===== src/core/baud_pkg.sv =====
package baud_pkg;
   localparam logic [1:0] ADDR_RATE_CONTROL = 2'h0;
   localparam logic [1:0] ADDR_FINE_PRESCALER = 2'h1;
   localparam logic [1:0] ADDR_BREAK_LENGTH = 2'h2;
   localparam logic [1:0] ADDR_STATUS = 2'h3;
   localparam logic [7:0] RATE_CONTROL_RESET = 8'h00;
   localparam logic [7:0] FINE_PRESCALER_RESET = 8'h00;
   localparam logic [7:0] RATE_CONTROL_MASK = 8'hf7;
   localparam int BRK_GEN_BIT = 7;
   localparam int BRK_DET_BIT = 6;
   localparam int COARSE_LSB = 4;
   localparam int COARSE_W = 2;
   localparam int POWER2_LSB = 0;
   localparam int POWER2_W = 3;
   localparam int PRESCALE_LSB = 5;
   localparam int PRESCALE_W = 3;
   localparam int INSERT_LSB = 0;
   localparam int INSERT_W = 5;
   localparam int FRAME_W = 5;
   localparam int STAT_ACTIVE_BIT = 0;
   localparam int STAT_RX_BIT = 1;
   localparam int STAT_SEEN_BIT = 2;
   localparam int STAT_PENDING_BIT = 3;
   localparam logic [3:0] COARSE_DIV_1 = 4'h1;
   localparam logic [3:0] COARSE_DIV_3 = 4'h3;
   localparam logic [3:0] COARSE_DIV_4 = 4'h4;
   localparam logic [3:0] COARSE_DIV_13 = 4'hd;
   localparam logic [2:0] PRESCALE_BYPASS = 3'h0;
   localparam logic [1:0] BUS_PHASE_LAST = 2'h3;
   localparam logic [1:0] RT_PRE_LAST = 2'h3;
   localparam logic [3:0] RT_PER_BIT_LAST = 4'hf;
   localparam logic [3:0] RT_SHIFT_ZERO = 4'h0;
   localparam logic [4:0] NORMAL_BITS_8 = 5'h0a;
   localparam logic [4:0] NORMAL_BITS_9 = 5'h0b;
   localparam logic [4:0] DETECT_BITS_8 = 5'h0b;
   localparam logic [4:0] DETECT_BITS_9 = 5'h0c;
   localparam logic [4:0] GEN_BITS_8 = 5'h0d;
   localparam logic [4:0] GEN_BITS_9 = 5'h0e;
   localparam logic [8:0] LIN_MIN_RT = 9'h0b0;
   localparam logic [8:0] LOW_RT_MAX = 9'h1ff;
   localparam logic [2:0] RX_SYNC_IDLE = 3'h7;
endpackage


===== src/core/tick_divider.sv =====
`timescale 1ns/10ps
module tick_divider
   import baud_pkg::*;
#(
   parameter int W = 8
) (
   input wire logic ref_clk,
   input wire logic rst,
   input wire logic clk_en,
   input wire logic clear,
   input wire logic in_tick,
   input wire logic [W-1:0] divisor,
   output logic out_tick
);
   typedef struct packed {
      logic [W-1:0] count;
      logic out;
   } div_state_t;
   div_state_t st, next_st;

   always_comb begin
      next_st = st;
      next_st.out = 1'b0;
      if (clear) begin
         next_st.count = '0;
      end else if (in_tick) begin
         if (st.count >= W'(divisor - 1'b1)) begin
            next_st.count = '0;
            next_st.out = 1'b1;
         end else begin
            next_st.count = W'(st.count + 1'b1);
         end
      end
   end

   always_ff @(posedge ref_clk or posedge rst) begin
      if (rst) begin
         st <= '0;
      end else if (clk_en) begin
         st <= next_st;
      end
   end

   assign out_tick = st.out;
endmodule


===== src/core/frac_prescaler.sv =====
`timescale 1ns/10ps
module frac_prescaler
   import baud_pkg::*;
(
   input wire logic ref_clk,
   input wire logic rst,
   input wire logic clk_en,
   input wire logic clear,
   input wire logic in_tick,
   input wire logic [PRESCALE_W-1:0] prescale_select,
   input wire logic [INSERT_W-1:0] clock_insert_select,
   output logic out_tick
);
   typedef struct packed {
      logic [3:0] count;
      logic [FRAME_W-1:0] frame;
      logic out;
   } frac_state_t;
   frac_state_t st, next_st;
   logic [FRAME_W-1:0] frame_rev;
   logic bypass;
   logic stretch;
   logic [3:0] cycle_last;
   logic [3:0] seen;
   logic [3:0] pd;

   // Bit reversal spreads the stretched cycles evenly over the frame.
   for (genvar i = 0; i < FRAME_W; i++) begin : g_rev
      assign frame_rev[i] = st.frame[FRAME_W-1-i];
   end

   always_comb begin
      // Changing the select while serial_enable is high is not supported.
      bypass = (prescale_select == PRESCALE_BYPASS);
      stretch = (frame_rev < clock_insert_select);
      cycle_last = {1'b0, prescale_select} + {3'h0, stretch};
      next_st = st;
      next_st.out = 1'b0;
      if (clear) begin
         next_st.count = '0;
         next_st.frame = '0;
      end else if (in_tick) begin
         if (bypass || st.count >= cycle_last) begin
            next_st.count = '0;
            next_st.out = 1'b1;
            if (!bypass) begin
               next_st.frame = FRAME_W'(st.frame + 1'b1);
            end
         end else begin
            next_st.count = 4'(st.count + 1'b1);
         end
      end
   end

   always_ff @(posedge ref_clk or posedge rst) begin
      if (rst) begin
         st <= '0;
      end else if (clk_en) begin
         st <= next_st;
      end
   end

   assign out_tick = st.out;

   always_ff @(posedge ref_clk or posedge rst) begin
      if (rst) begin
         seen <= 4'h0;
      end else if (clk_en) begin
         seen <= clear ? 4'h0 : 4'((out_tick ? 4'h0 : seen) + {3'h0, in_tick});
      end
   end
   assign pd = {1'b0, prescale_select} + 4'h1;
endmodule


===== src/core/serial_baud_rate_generator.sv =====
`timescale 1ns/10ps
// Notes on behaviour
// - One bit rate from both rate registers.
// - Receive break after 11 or 12 bits.
// - Transmit breaks of 13 or 14 bits.
// - Both enables: detect and generate together.
// - Zero character never mistaken for break.
// - Coarse select gives 1, 3, 4, 13.
// - Rate select divides by two to the power.
// - Reset clears the rate select field.
// - Prescale select zero bypasses, else select plus one.
// - Extra clocks inserted per 32-cycle frame.
// - Fine adjust equals insert count over 32.
// - Bit rate is source over 64 times divisors.
// - Source is bus or quad bus clock.
module serial_baud_rate_generator
   import baud_pkg::*;
(
   input wire logic ref_clk,
   input wire logic rst,
   input wire logic clk_en,
   input wire logic [1:0] addr,
   input wire logic [7:0] wdata,
   input wire logic wr_en,
   input wire logic rd_en,
   output logic [7:0] rdata,
   input wire logic serial_enable,
   input wire logic baud_clock_source_sel,
   input wire logic nine_bit_mode,
   input wire logic rx_pin,
   input wire logic send_break,
   output logic rt_tick,
   output logic bit_tick,
   output logic break_detected,
   output logic break_active
);
   typedef struct packed {
      logic [7:0] rate_control_reg;
      logic [7:0] fine_prescaler_reg;
      logic [7:0] rdata;
      logic [1:0] bus_phase;
      logic src_tick;
      logic clear;
      logic [1:0] rt_pre;
      logic rt_tick;
      logic [3:0] rt_count;
      logic bit_tick;
      logic [2:0] rx_sync;
      logic rx_level;
      logic [8:0] low_rt;
      logic armed;
      logic [4:0] break_len;
      logic break_seen;
      logic break_detected;
      logic gen_pending;
      logic break_active;
      logic [4:0] gen_count;
   } core_state_t;
   core_state_t st, next_st;

   logic break_generate_enable;
   logic break_detect_enable;
   logic [COARSE_W-1:0] coarse_prescale_sel;
   logic [POWER2_W-1:0] power2_rate_sel;
   logic [PRESCALE_W-1:0] prescale_select;
   logic [INSERT_W-1:0] clock_insert_select;
   logic [3:0] coarse_divisor;
   logic [7:0] power2_divisor;
   logic frac_tick;
   logic coarse_tick;
   logic power2_tick;
   logic [4:0] detect_bits;
   logic [4:0] gen_bits;
   logic [8:0] detect_rt;
   logic [7:0] status;
   logic rate_write;

   assign break_generate_enable = st.rate_control_reg[BRK_GEN_BIT];
   assign break_detect_enable = st.rate_control_reg[BRK_DET_BIT];
   assign coarse_prescale_sel = st.rate_control_reg[COARSE_LSB +: COARSE_W];
   assign power2_rate_sel = st.rate_control_reg[POWER2_LSB +: POWER2_W];
   assign prescale_select = st.fine_prescaler_reg[PRESCALE_LSB +: PRESCALE_W];
   assign clock_insert_select = st.fine_prescaler_reg[INSERT_LSB +: INSERT_W];

   always_comb begin
      unique case (coarse_prescale_sel)
         2'h0: coarse_divisor = COARSE_DIV_1;
         2'h1: coarse_divisor = COARSE_DIV_3;
         2'h2: coarse_divisor = COARSE_DIV_4;
         2'h3: coarse_divisor = COARSE_DIV_13;
      endcase
   end

   assign power2_divisor = 8'(8'h01 << power2_rate_sel);

   always_comb begin
      if (break_detect_enable) begin
         detect_bits = nine_bit_mode ? DETECT_BITS_9 : DETECT_BITS_8;
      end else begin
         detect_bits = nine_bit_mode ? NORMAL_BITS_9 : NORMAL_BITS_8;
      end
      if (break_generate_enable) begin
         gen_bits = nine_bit_mode ? GEN_BITS_9 : GEN_BITS_8;
      end else begin
         gen_bits = nine_bit_mode ? NORMAL_BITS_9 : NORMAL_BITS_8;
      end
   end

   // Counting in receiver ticks puts the threshold at 11.0 bits, between 10.35 and 11.05.
   assign detect_rt = {detect_bits, RT_SHIFT_ZERO};

   always_comb begin
      status = 8'h00;
      status[STAT_ACTIVE_BIT] = st.break_active;
      status[STAT_RX_BIT] = st.rx_level;
      status[STAT_SEEN_BIT] = st.break_seen;
      status[STAT_PENDING_BIT] = st.gen_pending;
   end

   assign rate_write = wr_en && (addr == ADDR_RATE_CONTROL || addr == ADDR_FINE_PRESCALER);

   always_comb begin
      next_st = st;

      // Register port: read data is valid only in the cycle after the strobe.
      next_st.rdata = 8'h00;
      if (wr_en && addr == ADDR_RATE_CONTROL) begin
         next_st.rate_control_reg = wdata & RATE_CONTROL_MASK;
      end else if (wr_en && addr == ADDR_FINE_PRESCALER) begin
         next_st.fine_prescaler_reg = wdata;
      end
      if (rd_en) begin
         if (addr == ADDR_RATE_CONTROL) begin
            next_st.rdata = st.rate_control_reg;
         end else if (addr == ADDR_FINE_PRESCALER) begin
            next_st.rdata = st.fine_prescaler_reg;
         end else if (addr == ADDR_BREAK_LENGTH) begin
            next_st.rdata = {3'h0, st.break_len};
            next_st.break_seen = 1'b0;
         end else begin
            next_st.rdata = status;
         end
      end

      // A new setting restarts the whole chain so no divider runs on stale counts.
      next_st.clear = !serial_enable || rate_write;

      // The reference clock is the quad-rate clock; the bus clock is every fourth edge.
      if (st.bus_phase == BUS_PHASE_LAST) begin
         next_st.bus_phase = 2'h0;
      end else begin
         next_st.bus_phase = 2'(st.bus_phase + 1'b1);
      end
      next_st.src_tick = baud_clock_source_sel || (st.bus_phase == BUS_PHASE_LAST);

      // Receiver tick is 16 per bit; with the divide by 4 the chain totals 64.
      next_st.rt_tick = 1'b0;
      next_st.bit_tick = 1'b0;
      if (st.clear) begin
         next_st.rt_pre = 2'h0;
         next_st.rt_count = 4'h0;
      end else begin
         if (power2_tick) begin
            if (st.rt_pre == RT_PRE_LAST) begin
               next_st.rt_pre = 2'h0;
               next_st.rt_tick = 1'b1;
            end else begin
               next_st.rt_pre = 2'(st.rt_pre + 1'b1);
            end
         end
         if (st.rt_tick) begin
            if (st.rt_count == RT_PER_BIT_LAST) begin
               next_st.rt_count = 4'h0;
               next_st.bit_tick = 1'b1;
            end else begin
               next_st.rt_count = 4'(st.rt_count + 1'b1);
            end
         end
      end

      // Only the second and third stages are compared; the first is metastable.
      next_st.rx_sync = {st.rx_sync[1:0], rx_pin};
      if (st.rx_sync[1] == st.rx_sync[2]) begin
         next_st.rx_level = st.rx_sync[2];
      end

      // A break fires once per low stretch, and only after the line was seen high.
      next_st.break_detected = 1'b0;
      if (st.rx_level) begin
         if (st.low_rt != 9'h000) begin
            next_st.break_len = st.low_rt[8:4];
         end
         next_st.low_rt = 9'h000;
         next_st.armed = 1'b1;
      end else if (st.rt_tick && st.low_rt != LOW_RT_MAX) begin
         next_st.low_rt = 9'(st.low_rt + 1'b1);
         if (9'(st.low_rt + 1'b1) == detect_rt && st.armed) begin
            next_st.break_detected = 1'b1;
            next_st.armed = 1'b0;
            next_st.break_seen = 1'b1;
         end
      end

      // Break output starts on a bit boundary so its length is whole bit times.
      if (!serial_enable) begin
         next_st.gen_pending = 1'b0;
         next_st.break_active = 1'b0;
         next_st.gen_count = 5'h00;
      end else begin
         if (send_break && !st.break_active) begin
            next_st.gen_pending = 1'b1;
         end
         if (st.bit_tick) begin
            if (st.gen_pending) begin
               next_st.gen_pending = 1'b0;
               next_st.break_active = 1'b1;
               next_st.gen_count = gen_bits;
            end else if (st.break_active) begin
               if (st.gen_count == 5'h01) begin
                  next_st.break_active = 1'b0;
                  next_st.gen_count = 5'h00;
               end else begin
                  next_st.gen_count = 5'(st.gen_count - 1'b1);
               end
            end
         end
      end
   end

   always_ff @(posedge ref_clk or posedge rst) begin
      if (rst) begin
         st <= '0;
         st.rate_control_reg <= RATE_CONTROL_RESET;
         st.fine_prescaler_reg <= FINE_PRESCALER_RESET;
         st.rx_sync <= RX_SYNC_IDLE;
         st.rx_level <= 1'b1;
         st.clear <= 1'b1;
      end else if (clk_en) begin
         st <= next_st;
      end
   end

   frac_prescaler u_frac (
      .ref_clk(ref_clk),
      .rst(rst),
      .clk_en(clk_en),
      .clear(st.clear),
      .in_tick(st.src_tick),
      .prescale_select(prescale_select),
      .clock_insert_select(clock_insert_select),
      .out_tick(frac_tick)
   );

   tick_divider #(.W(4)) u_coarse (
      .ref_clk(ref_clk),
      .rst(rst),
      .clk_en(clk_en),
      .clear(st.clear),
      .in_tick(frac_tick),
      .divisor(coarse_divisor),
      .out_tick(coarse_tick)
   );

   tick_divider #(.W(8)) u_power2 (
      .ref_clk(ref_clk),
      .rst(rst),
      .clk_en(clk_en),
      .clear(st.clear),
      .in_tick(coarse_tick),
      .divisor(power2_divisor),
      .out_tick(power2_tick)
   );

   assign rdata = st.rdata;
   assign rt_tick = st.rt_tick;
   assign bit_tick = st.bit_tick;
   assign break_detected = st.break_detected;
   assign break_active = st.break_active;
endmodule


===== config.mk =====
export PLATFORM = sky130hd
export DESIGN_NAME = serial_baud_rate_generator
export DESIGN_NICKNAME = d
export VERILOG_FILES = /design/src/core/baud_pkg.sv /design/src/core/tick_divider.sv /design/src/core/frac_prescaler.sv /design/src/core/serial_baud_rate_generator.sv
export SDC_FILE = /design/constraint.sdc
export NUM_CORES = 1
export LEC_CHECK = 0
export BUFFER_PORTS_ARGS = -buffer_cell sky130_fd_sc_hd__buf_2
export CORE_UTILIZATION = 60
export CTS_CLUSTER_DIAMETER = 40
export DETAILED_ROUTE_END_ITERATION = 6
export PLACE_DENSITY_LB_ADDON = 0.05
export SYNTH_ARGS = -nofsm -noshare
export SYNTH_HDL_FRONTEND = slang
export SYNTH_HIERARCHICAL = 1
export SYNTH_SLANG_ARGS = --single-unit

===== constraint.sdc =====
create_clock -name ref_clk -period 3.74 [get_ports ref_clk]
set_input_delay 0.374 -clock ref_clk [delete_from_list [all_inputs] [get_ports ref_clk]]
set_output_delay 0.374 -clock ref_clk [all_outputs]
set_load 0.05 [all_outputs]

### After elaboration in Yosys (flattened, before gate mapping)

Index checks and enable logic that the tools add are counted.

| storage, ports and cells | value |
|---|---|
| register bits | 87 |
| bits of input ports | 20 |
| output and inout bits | 12 |
| logic and storage cells | 153 |

| operators by class | value |
|---|---|
| $add $sub $neg | 12 |
| magnitude comparators | 4 |
| equality and inequality tests | 15 |
| shifts and indexed selects | 1 |
| muxes and demuxes | 55 |
| bitwise gates (word level) | 1 |
| reductions and logical operators | 38 |

Operator list:

| cell | count |
|---|---|
| 2-to-1 mux 8 bit | 5 |
| 2-to-1 mux 10 bit | 3 |
| 2-to-1 mux 5 bit | 5 |
| 2-to-1 mux 4 bit | 5 |
| 2-to-1 mux 1 bit | 18 |
| 2-to-1 mux 6 bit | 3 |
| 2-to-1 mux 9 bit | 2 |
| AND reduction 2 bit | 9 |
| one-hot mux 4 bit (4 select lines) | 1 |
| nonzero test 2 bit | 8 |
| 2-to-1 mux 2 bit | 7 |
| 2-to-1 mux 7 bit | 2 |
| adder 4 x 1 -> 4 bit (second input constant) | 3 |
| 2-to-1 mux 3 bit | 4 |
| AND reduction 3 bit | 4 |
| equality test 2 bit (second input constant) | 5 |
| adder 9 x 1 -> 9 bit (second input constant) | 1 |
| equality test 9 bit | 1 |
| inequality test 9 bit (second input constant) | 1 |
| nonzero test 9 bit | 1 |
| adder 8 x 1 -> 8 bit (second input constant) | 1 |
| greater-or-equal comparator 4 bit | 2 |
| greater-or-equal comparator 8 bit | 1 |
| << shifter 1 x 3 -> 8 bit (first input constant) | 1 |
| other kinds (21) | 33 |

### Longest topological paths before layout

Gate-level depths: netlist of run 1.

| depth | value |
|---|---|
| depth in word-level cells | 8 |
| mapped depth | 15 |

### Hierarchy

The synthesis of run 1 kept the hierarchy.

By module, submodules not included:

| module | instances | cells each | area each (µm²) | sequential area each (µm²) |
|---|---|---|---|---|
| serial_baud_rate_generator | 1 | 343 | 3424.5 | 1582.8 |
| tick_divider at u_power2 | 1 | 92 | 819.5 | 225.2 |
| frac_prescaler | 1 | 79 | 783.3 | 250.2 |
| tick_divider at u_coarse | 1 | 42 | 414.1 | 125.1 |

### Least setup slack after synthesis of run 1

OpenSTA, ideal clock, no wires.

| path | value |
|---|---|
| path type | reg-to-reg |
| from | register st, in the netlist power2_rate_sel[0] |
| to | register u_power2/st[1] (netlist bit) |
| library setup time | 0.080 ns |
| data arrival time | 2.778 ns |
| data required time | 3.660 ns |
| slack | 0.882 ns |
| cell stages (with the launch flop) | 12 |
| clock period less this slack | 2.858 ns |
| cell sequence | dfrtp_1 clkbuf_1 nor3b_1 inv_1 ha_1 xnor2_1 ha_1 a211o_1 a31oi_2 o31ai_4 or4_1 o211ai_2 |

| between the ends | value |
|---|---|
| word-level cells in the longest chain between the ends | 6 |

RTL lines:

| item | line | text |
|---|---|---|
| start: declaration | serial_baud_rate_generator.sv:59 | `core_state_t st, next_st;` |
| start signal: assignment | serial_baud_rate_generator.sv:239 | `st <= next_st;` |
| << shifter 1 x 3 -> 8 bit | serial_baud_rate_generator.sv:94 | `assign power2_divisor = 8'(8'h01 << power2_rate_sel);` |
| via power2_divisor[1] | serial_baud_rate_generator.sv:68 | `logic [7:0] power2_divisor;` |
| subtractor 8 x 1 -> 8 bit | tick_divider.sv:27 | `if (st.count >= W'(divisor - 1'b1)) begin` |
| greater-or-equal comparator 8 bit | tick_divider.sv:27 |  |
| 2-to-1 mux 8 bit | tick_divider.sv:27 |  |
| 2-to-1 mux 9 bit | tick_divider.sv:26 | `end else if (in_tick) begin` |
| 2-to-1 mux 8 bit | tick_divider.sv:24 | `if (clear) begin` |
| end signal: assignment | tick_divider.sv:40 | `st <= next_st;` |
| end: declaration | tick_divider.sv:19 | `div_state_t st, next_st;` |

The timed path passes the listed nets, and every way through them passes these cells. The select of a mux whose other input is x is not followed.
A chain may end at the register's enable or synchronous reset.

### Worst setup path after layout of run 1

| path | value |
|---|---|
| from | register st, in the netlist power2_rate_sel[1] |
| to | register u_power2/st[1] (netlist bit) |

The elaborated chain is that of the path after synthesis.

==> results.yml, run 1 <==
outcome:
  run_status: "completed"
clocking:
  clockRootBuffer: "sky130_fd_sc_hd__clkbuf_8"
  h-tree-depth: 3
  ctsResizeCount: 0
  cts_made_buffers: 9
  worst_setup_hold_path_clk_slew_ns: 0.09
  skew_pair_late_insertion_delay_ns: 0.35
  number_of_buffers_on_the_longest_clock_path: 2
  tritoncts_num_sinks: 87
  cts_tree: "done"
layout:
  antennaDiodeCount: 0
  filler_cell_count: 704
  most_common_cell_after_layout_fill_and_taps_aside: "sky130_fd_sc_hd__dfrtp_1"
  multiInputGateArea_mm2: 0.00292
  top_library_cells_by_usage_in_the_layout_fill_and_taps_aside: "82 x sky130_fd_sc_hd__dfrtp_1, 51 x sky130_fd_sc_hd__nand2_1, 50 x sky130_fd_sc_hd__inv_1"
  nets: 631
  design_area_mm2: 0.00579
  final-seq-area_mm2: 0.00218
  share_of_the_core_filled_with_cells_in_the_final_layout_pct: 66.1
  post_route_cells_drive_above_1_share_pct: 19.2
  area_delta_synth_final_pct: 6.42
routing:
  drt_wl_total_um: 10900
  routed-via-count: 4080
  route.antenna.remaining_nets: 0
  via_per_inst: 5.96
  post-route-drc-count: 0
  dr_iter_0_viols: 186
  drt_first_pass_iters: 4
  routed_wire_length_per_instance_um: 16.0
logic_synthesis:
  synth-compound-area-share_pct: 17.0
  synth-warning-count: 6
  post_synth_xor_area_fraction_pct: 2.25
  synth_edf_count: 0
  synth.net_count: 615
  synth.top_cell.area_share_pct: 37.7
  netlist.top_cell.by_area: "sky130_fd_sc_hd__dfrtp_1"
  netlist_top_cells_area: "sky130_fd_sc_hd__dfrtp_1 38%, sky130_fd_sc_hd__ha_1 9.0%, sky130_fd_sc_hd__mux2_2 5.4%"
  synthDistinctLibCells: 73
  post_synth_fa_ha_maj_area_fraction_pct: 8.97
  synth.avg_cell_area_um2: 9.79
  synth_top_family_by_area: "simple AND/OR/NAND/NOR gates"
  synthesized_area_fraction_occupied_by_and_or_nand_nor_cells_pct: 17.5
  synth-main-ff-cell: "sky130_fd_sc_hd__dfrtp_1"
  yosys_register_bits: 87
  synth_mux_area_share_pct: 8.00
  mappedNetlistArea_mm2: 0.00544
  post_synthesis_cell_count: 556
  seq_area_frac_synth_pct: 40.1
  synthArstFlopShare_pct: 100
placed_design:
  gp_congestion: 0.940
  portBuffers: 31
  placement.cell_area_mm2: 0.00560
  dpl.hpwl_um: 8100
setup_path:
  critical_path.startpoint: "power2_rate_sel[1]"
  path_class: "register to register"
  crit_path_start_kind: "register"
  regToRegSetupSlack_ns: 0.69
  timing.critical_path.to: "u_power2/st[1]"
  critPathMaxFanout: 10
  critical_path_required_ns: 4.00
  worstReg2RegStart: "power2_rate_sel[1]"
  rr_worst_depth: 10
  r2r_end: "u_power2/st[1]"
  cp_data_arrival_time_ns: 3.31
  crit_path_end_kind: "register"
pwr:
  switching_share_pct: 34.5
  combPwrFrac_pct: 30.1
  p_int_mw: 1.68
  clkPwrFrac_pct: 23.6
  p_sw_uw: 885
  ir_drop_mv: 0.278
  power.static_leakage_nw: 2.69
  seq_power_share_pct: 46.3
  power_density_mw_per_mm2: 443
floorplanning:
  num_io_pins: 32
  die_x_um: 97.2
  core_mm2: 0.00876
  die-area_mm2: 0.00945
  fp-row-count: 34
  starting_density_of_the_core_pct: 62.1
  die_height_um: 97.2
global_routing:
  grt_first_pass_wirelength_um: 19000
  first_global_vias: 3974
  grt_max_degree: 47
  grt_util_all_layers_pct: 24.5
  grt_antenna_before_repair: 0
  grt.overflow.total: 0
sta:
  worst_slew_margin_rel_pct: 35.8
  hold_worst_slack_ns: 0.255
  grt_setup_unrepaired: "false"
  final.setup_skew_ns: 0.0110
  final.min_clock_period_ns: 3.05
  report.final.slew_viol_count: 0
  report.final.setup_viol: 0
  fin_crit_sh_pct: 81.6
  timing_worst_slew_pin_value_ns: 0.961
  clock.fmax_mhz: 328
  finalHoldViolations: 0
  setup_total_negative_slack_ns: 0
job:
  cap_violations: 0
worst_hold_path:
  hold_path.class: "input pin to register"
  min-delay-start: "serial_enable"
==> cell usage after synthesis, types with 7 or more instances <==
| cell | count |
|---|---|
| sky130_fd_sc_hd__nor2b_1 | 10 |
| sky130_fd_sc_hd__clkbuf_1 | 16 |
| sky130_fd_sc_hd__o22ai_1 | 15 |
| sky130_fd_sc_hd__a21oi_1 | 23 |
| sky130_fd_sc_hd__nor2_1 | 33 |
| sky130_fd_sc_hd__and3_1 | 9 |
| sky130_fd_sc_hd__ha_1 | 39 |
| sky130_fd_sc_hd__xnor2_1 | 8 |
| sky130_fd_sc_hd__o21ai_0 | 30 |
| sky130_fd_sc_hd__nand3_1 | 21 |
| sky130_fd_sc_hd__inv_1 | 51 |
| sky130_fd_sc_hd__dfrtp_1 | 82 |
| sky130_fd_sc_hd__mux2_2 | 26 |
| sky130_fd_sc_hd__nand2_1 | 51 |
| sky130_fd_sc_hd__nand2b_1 | 7 |
| sky130_fd_sc_hd__buf_4 | 8 |
==> flip-flops by register name (all words and copies together), names as in the netlist, 2 cells and up <==
| register | count |
|---|---|
| clock_insert_select | 5 |
| u_frac/frame_rev | 5 |
| coarse_prescale_sel | 2 |
| rdata | 8 |
| power2_rate_sel | 3 |
| u_power2/st | 8 |
| u_coarse/st | 4 |
| next_st | 2 |
| u_frac/st | 4 |
| st | 34 |
| prescale_select | 3 |
==> power groups by stage <==
stage	Clock [mW]	Sequential [mW]	Combinational, mW
floorplan	0	1.14	0.668
global placement	0	1.20	0.739
detailed placement	0	1.21	0.769
CTS	0.615	1.19	0.775
global route	0.653	1.21	0.862
finish	0.605	1.19	0.771
==> final cells by class <==
| type | instances | share of cell area (%) |
|---|---|---|
| repair buffers | 34 | 3.11 |
| clock inverters | 3 | 0.303 |
| inverters | 51 | 3.31 |
| multi-input cells | 389 | 50.5 |
| clock buffers | 13 | 2.74 |
| flip-flops and latches | 87 | 37.7 |
| well taps | 108 | 2.33 |
==> repair_timing <==
item / 4_1_cts / 5_1_grt
buffers inserted: 0 / 0
endpoints found under the setup margin: 0 / 0
hold buffers: 1 / 0
endpoints found under the hold margin: 5 / 0
==> worst max-delay path, cell delays in order, from the launching register on <==
cell and delay, ns:
sky130_fd_sc_hd__dfrtp_1 0.47, sky130_fd_sc_hd__nor3_1 0.40, sky130_fd_sc_hd__inv_1 0.14, sky130_fd_sc_hd__ha_1 0.27, sky130_fd_sc_hd__xnor2_1 0.20, sky130_fd_sc_hd__ha_1 0.29
sky130_fd_sc_hd__a211o_1 0.31, sky130_fd_sc_hd__a31oi_2 0.20, sky130_fd_sc_hd__o31ai_4 0.12, sky130_fd_sc_hd__or4_1 0.50, sky130_fd_sc_hd__o211ai_2 0.09
==> worst min path at each step <==
stage	endpoint	slack, ns	cells past startpoint
CTS	st[36]	0.24	2
floorplan	u_coarse/out_tick	0.15	1
detailed placement	u_coarse/st[3]	0.32	2
finish	st[36]	0.25	2
global placement	u_coarse/st[1]	0.33	2
global route	next_st[26]	0.25	2
==> cell families (layout without fill, tap and decap cells) <==
logic type / Yosys count / after routing
AND/OR/NAND/NOR: 175 / 175
AO/OA/AOI/OAI: 125 / 125
flip-flops: 87 / 87
buffers and inverters: 80 / 101
adder cells (fa/ha/maj): 39 / 39
multiplexers: 36 / 36
XOR/XNOR: 14 / 14
==> per-stage QoR <==
stage | setup slack, ns | instances | power [mW]
after floorplan | 0.882 | 556 | 1.81
after global placement | 0.840 | 668 | 1.94
after detailed placement | 0.726 | 668 | 1.97
after CTS | 0.701 | 685 | 2.58
after global routing | 0.466 | 685 | 2.72
final | 0.688 | 685 | 2.56
==> metal layers <==
layer	vias to the layer above	wire, um	track usage [%]
li1	2007	-	-
met1	1988	5190	34.4
met2	71	5160	39.6
met3	14	412	3.67
met4	0	171	7.13
met5	-	0	0
(Power assumes the default switching activity.)
==> inputs of run 2 (changes only) <==
- CORE_UTILIZATION: 60 -> 56
- clock period: 3.74 -> 2.7 ns (I/O delays scaled with it)
==> run 2 against run 1 <==
The run now ends with setup timing left. Design area grew 9.3%. Non-clock buffer count grew 31. Combinational power grew 84%. Die area grew 7.0%. Critical path depth grew 4. Sequential share of layout area shrank 3.1 points. Clock power grew 52%. Sequential power grew 39%. Power grew 56%. Largest power group unchanged.
==> results.yml, run 2 (same netlist as run 1, synthesis figures left out) <==
setup_path:
  crit_path_end_kind: "register"
  critPathMaxFanout: 4
  critical_path_required_ns: 2.95
  crit_path_frequent_cell: "sky130_fd_sc_hd__ha_4"
  r2r_end: "u_frac/out_tick"
  cp_slowest_cell: "sky130_fd_sc_hd__dfrtp_1"
  cp_data_arrival_time_ns: 2.98
  slowest_delay_ns: 0.36
  regToRegSetupSlack_ns: -0.03
  rr_worst_depth: 14
  worst_path_dominant_cell_family: "adder cells"
  crit_path_start_kind: "register"
  cp_num_buf_inv: 2
  path_class: "register to register"
  timing.critical_path.cells: "inv_1 > ha_1 > a21oi_2 > nor2b_1 > o21ai_1 > o2bb2ai_1 > ha_2 > ha_4 > inv_4 > ha_4 > nor3b_4 > o21ai_4 > o211a_4 > mux2_4"
  worstReg2RegStart: "clock_insert_select[1]"
sta:
  timing_worst_slew_pin_value_ns: 0.983
  report.final.slew_viol_count: 0
  clock.fmax_mhz: 367
  report.final.setup_viol: 2
  final.setup_skew_ns: 0.0100
  final.min_clock_period_ns: 2.73
  worst_slew_margin_rel_pct: 34.5
  grt_setup_unrepaired: "true"
  finalHoldViolations: 0
  layout_setup_ws_ns: -0.0257
  fin_crit_sh_pct: 101
routing:
  routed_wire_length_per_instance_um: 15.9
  dr_iter_0_viols: 187
  routed-via-count: 4238
  via_per_inst: 5.75
  post-route-drc-count: 0
  drt_first_pass_iters: 5
  route.antenna.remaining_nets: 0
  drt_wl_total_um: 11700
global_routing:
  grt.overflow.total: 0
  first_global_vias: 4004
  grt_antenna_before_repair: 0
  grt_util_all_layers_pct: 24.4
  grt_first_pass_wirelength_um: 19300
  grt_max_degree: 56
floorplanning:
  die-area_mm2: 0.0101
  die_height_um: 101
  core_mm2: 0.00933
  starting_density_of_the_core_pct: 58.3
  num_io_pins: 32
  fp-row-count: 35
  die_x_um: 101
worst_hold_path:
  min_to: "st[36]"
  count_of_cells_along_the_worst_hold_path: 2
  hold_path.class: "input pin to register"
  min-delay-start: "serial_enable"
outcome:
  run_status: "finished, violations left"
  failed_checks: "setup timing"
pwr:
  power.static_leakage_nw: 2.91
  power_density_mw_per_mm2: 631
  ir_drop_mv: 0.422
clocking:
  cts_made_buffers: 9
  tritoncts_num_sinks: 87
  number_of_buffers_on_the_longest_clock_path: 2
  cts_tree: "done"
  skew_pair_late_insertion_delay_ns: 0.36
  worst_setup_hold_path_clk_slew_ns: 0.09
  clockRootBuffer: "sky130_fd_sc_hd__clkbuf_8"
  h-tree-depth: 3
layout:
  filler_cell_count: 768
  largest_register_ffs: 34
  most_common_cell_after_layout_fill_and_taps_aside: "sky130_fd_sc_hd__dfrtp_1"
  nets: 662
  top_library_cells_by_usage_in_the_layout_fill_and_taps_aside: "77 x sky130_fd_sc_hd__dfrtp_1, 49 x sky130_fd_sc_hd__inv_1, 48 x sky130_fd_sc_hd__nand2_1"
  post_route_cells_drive_above_1_share_pct: 28.9
  registers.top_by_ff_count: "st"
  area_delta_synth_final_pct: 16.3
  share_of_the_core_filled_with_cells_in_the_final_layout_pct: 67.8
  antennaDiodeCount: 0
placed_design:
  pre_cts_slack_ns: -0.0638
  gp_congestion: 0.867
  dpl.hpwl_um: 8480
  portBuffers: 31
job:
  cap_violations: 0
run 2: cell count changes in the layout (fill, tap and decap cells not counted), sizes merged:
cell / before / now
buf: 33 / 64
clkbuf: 13 / 9
clkinv: 2 / 5
bufinv: 0 / 1
run 2: worst max path at each step:
stage / startpoint / end / slack (ns) / depth (start not counted)
after detailed placement: clock_insert_select[1] / u_frac/out_tick / -0.06 / 14
after global routing: clock_insert_select[1] / u_frac/frame_rev[0] / -0.17 / 15
after CTS: u_frac/frame_rev[1] / u_frac/out_tick / -0.08 / 13
final: clock_insert_select[1] / u_frac/out_tick / -0.03 / 14
after global placement: u_frac/frame_rev[1] / u_frac/frame_rev[1] / 0.004 / 13
after floorplan: power2_rate_sel[2] / u_power2/st[1] / -0.005 / 11
run 2: timing repair:
action | in CTS | in global routing
hold endpoints to repair | 24 | 0
pin swaps | 11 | 29
gates resized for setup | 13 | 26
endpoints found under the setup margin | 7 | 18
hold buffers | 1 | 0
buffers inserted | 2 | 2
run 2: power by group:
group / leakage (nW) / switching (mW) / internal, mW
Clock: 0.0992 / 0.488 / 0.429
Combinational: 1.67 / 0.716 / 0.701
Sequential: 1.14 / 0.198 / 1.46
run 2: per-stage QoR:
stage	hold WS [ns]	cell area (um^2)	setup TNS (ns)	power [mW]	instances
floorplan	0.0485	5500	-0.00542	2.53	556
CTS	0.103	6180	-0.211	3.86	735
finish	0.114	6330	-0.0257	3.99	737
detailed placement	0.220	5880	-0.261	2.84	716
global placement	0.216	5880	0	2.79	716
global route	0.122	6330	-1.55	4.24	737
run 2: routing by layer:
metal	vias to the layer above	global-route usage, %	share of wire [%]
met5	-	0	0
met4	0	7.13	1.3
met3	16	4.16	3.6
met2	86	39.7	48
met1	2067	33.5	47
li1	2069	-	-
run 2: final cells by class:
type	instances	area [um^2]	area share (%)
multi-input cells	389	3160	49.9
flip-flops and latches	87	2190	34.6
repair buffers	65	429	6.78
inverters	51	194	3.07
well taps	129	161	2.55
clock buffers	9	124	1.96
clock inverters	7	73.8	1.17
==> inputs of run 3 (changes only) <==
- ABC_AREA: default -> 1
==> run 3 against run 2 <==
The flow now finishes without violations. Via count up 7.0%. First-iteration DRC count rose by 0.53%. Largest power group unchanged. Sequential power about the same. Wire length fell by 0.34%. Largest cell class unchanged. Highest routed layer unchanged. Setup slack gained 0.14 ns.
==> results.yml, run 3 <==
layout:
  nets: 790
  area_delta_synth_final_pct: 11.5
  registers.top_by_ff_count: "st"
  top_library_cells_by_usage_in_the_layout_fill_and_taps_aside: "174 x sky130_fd_sc_hd__nand2_1, 104 x sky130_fd_sc_hd__inv_1, 78 x sky130_fd_sc_hd__dfrtp_1"
  filler_cell_count: 831
  most_common_cell_after_layout_fill_and_taps_aside: "sky130_fd_sc_hd__nand2_1"
  share_of_the_core_filled_with_cells_in_the_final_layout_pct: 64.9
  antennaDiodeCount: 0
  post_route_cells_drive_above_1_share_pct: 16.7
  largest_register_ffs: 34
logic_synthesis:
  synth.top_cell.area_share_pct: 38.0
  synth.net_count: 750
  synth-warning-count: 6
  synthArstFlopShare_pct: 100
  synthMostInstantiatedCell: "sky130_fd_sc_hd__nand2_1"
  synth_edf_count: 0
  mappedNetlistArea_mm2: 0.00540
  netlist.top_cell.by_area: "sky130_fd_sc_hd__dfrtp_1"
  synthDistinctLibCells: 40
  synth-main-ff-cell: "sky130_fd_sc_hd__dfrtp_1"
  netlist_top_cells_area: "sky130_fd_sc_hd__dfrtp_1 38%, sky130_fd_sc_hd__nand2_1 12%, sky130_fd_sc_hd__ha_1 9.0%"
  post_synth_most_frequent_cells: "175 x sky130_fd_sc_hd__nand2_1, 107 x sky130_fd_sc_hd__inv_1, 82 x sky130_fd_sc_hd__dfrtp_1, 41 x sky130_fd_sc_hd__o21ai_0, 40 x sky130_fd_sc_hd__nand3_1"
  post_synthesis_cell_count: 691
  synth.avg_cell_area_um2: 7.81
  seq_area_frac_synth_pct: 40.4
  yosys_register_bits: 87
worst_hold_path:
  hold_path.class: "input pin to register"
clocking:
  number_of_buffers_on_the_longest_clock_path: 2
  cts_made_buffers: 9
  clockRootBuffer: "sky130_fd_sc_hd__clkbuf_8"
  cts_tree: "done"
  worst_setup_hold_path_clk_slew_ns: 0.10
  skew_pair_late_insertion_delay_ns: 0.36
  h-tree-depth: 3
  tritoncts_num_sinks: 87
routing:
  post-route-drc-count: 0
  via_per_inst: 5.24
  drt_first_pass_iters: 4
  route.antenna.remaining_nets: 0
  drt_wl_total_um: 11700
  routed-via-count: 4534
  dr_iter_0_viols: 188
  routed_wire_length_per_instance_um: 13.5
global_routing:
  grt_max_degree: 64
  grt.overflow.total: 0
  grt_util_all_layers_pct: 25.2
  grt_first_pass_wirelength_um: 20000
  first_global_vias: 4342
  grt_antenna_before_repair: 0
setup_path:
  timing.critical_path.cells: "inv_2 > ha_4 > a21oi_2 > o21ai_1 > nor2_1 > ha_2 > ha_4 > xnor2_1 > ha_1 > nand2_1 > inv_1 > nand2_2 > nand4_1 > nand2_2 > nor2_1 > nand2_1 > nand2_1"
  crit_path_frequent_cell: "sky130_fd_sc_hd__nand2_1"
  crit_path_start_kind: "register"
  critPathMaxFanout: 5
  cp_data_arrival_time_ns: 2.83
  crit_path_end_kind: "register"
  critical_path_required_ns: 2.95
  path_class: "register to register"
  slowest_delay_ns: 0.42
  worst_path_dominant_cell_family: "adder cells"
  cp_slowest_cell: "sky130_fd_sc_hd__dfrtp_1"
  cp_num_buf_inv: 2
placed_design:
  portBuffers: 31
  dpl.hpwl_um: 8520
  pre_cts_slack_ns: 0.130
  gp_congestion: 0.889
pwr:
  report.power.total_mw: 3.84
  ir_drop_mv: 0.449
  power_density_mw_per_mm2: 637
  power.static_leakage_nw: 3.11
sta:
  layout_setup_ws_ns: 0.116
  hold_worst_slack_ns: 0.109
  finalHoldViolations: 0
  clock.fmax_mhz: 387
  grt_setup_unrepaired: "true"
  timing_worst_slew_pin_value_ns: 0.795
  final.setup_skew_ns: 0.0170
  worst_slew_margin_rel_pct: 47.0
  report.final.setup_viol: 0
  final.min_clock_period_ns: 2.58
  report.final.slew_viol_count: 0
  fin_crit_sh_pct: 95.7
floorplanning:
  die_height_um: 100
  die_x_um: 100
  core_mm2: 0.00928
  num_io_pins: 32
  die-area_mm2: 0.0100
  starting_density_of_the_core_pct: 58.2
  fp-row-count: 35
job:
  cap_violations: 0
outcome:
  run_status: "completed"
run 3: cell count changes in the layout (fill, tap and decap cells not counted), sizes merged, moves of 20 or more:
cell   previous run  this run
buf              64        44
inv              51       118
nand3            22        42
nand2            51       180
mux2             27         1
o21ai            34        60
run 3: worst paths after layout:
kind / from / end / slack (ns) / cells after the start
min reg2reg: st[11] / st[11] / 0.47 / 2
max reg2reg: clock_insert_select[4] / u_frac/frame_rev[2] / 0.12 / 17
max in group asynchronous: rst / power2_rate_sel[2] / 1.42 / 4
min: rx_pin / next_st[26] / 0.11 / 3
max: clock_insert_select[4] / u_frac/frame_rev[2] / 0.12 / 17
min in group asynchronous: rst / u_coarse/st[3] / 0.40 / 3
run 3: power breakdown:
| group | leakage [nW] | switching (mW) | internal (mW) | total (mW) |
|---|---|---|---|---|
| sequential | 1.15 | 0.189 | 1.48 | 1.67 |
| combinational | 1.86 | 0.747 | 0.476 | 1.22 |
| clock | 0.0977 | 0.505 | 0.437 | 0.942 |
| total | 3.11 | 1.44 | 2.39 | 3.84 |
run 3: repair_timing:
action,CTS,global route
hold buffers,1,0
setup endpoints to repair,0,19
endpoints found under the hold margin,24,0
buffers inserted,0,10
resized for setup,0,21
run 3: tightest hold or removal path, cell delays in order:
cell	delay [ns]
sky130_fd_sc_hd__buf_2	0.10
sky130_fd_sc_hd__nand2_1	0.06
sky130_fd_sc_hd__nand2_1	0.05
run 3: logic make-up (layout without fill, tap and decap cells):
group | after synthesis | after routing | share of synthesized area [%]
mux | 1 | 1 | 0.209
buf+inv | 132 | 177 | 9.94
flops | 87 | 87 | 40.4
fa+ha+maj | 39 | 39 | 9.04
compound gates | 117 | 117 | 12.9
simple gates | 297 | 297 | 24.6
xor+xnor | 18 | 18 | 2.92
run 3: routing by layer:
layer,track usage [%],part of all wire (%)
met1,34.4,49
met2,42.5,47
met3,2.99,2.9
met5,0,0
met4,7.13,1.1
run 3: through the flow:
stage | instances | TNS [ns] | area, um^2
finish | 865 | 0 | 6020
global route | 865 | -0.253 | 6020
CTS | 855 | 0 | 5850
detailed placement | 838 | 0 | 5640
global placement | 838 | 0 | 5640
floorplan | 691 | 0 | 5400
run 3: final cells by class:
cell class	instances	area (um^2)	area share, %
Clock buffer	9	124	2.06
Clock inverter	7	78.8	1.31
Inverter	116	435	7.23
Multi-Input combinational cell	472	2770	46.0
Sequential cell	87	2190	36.3
Tap cell	129	161	2.68
Timing Repair Buffer	45	263	4.36
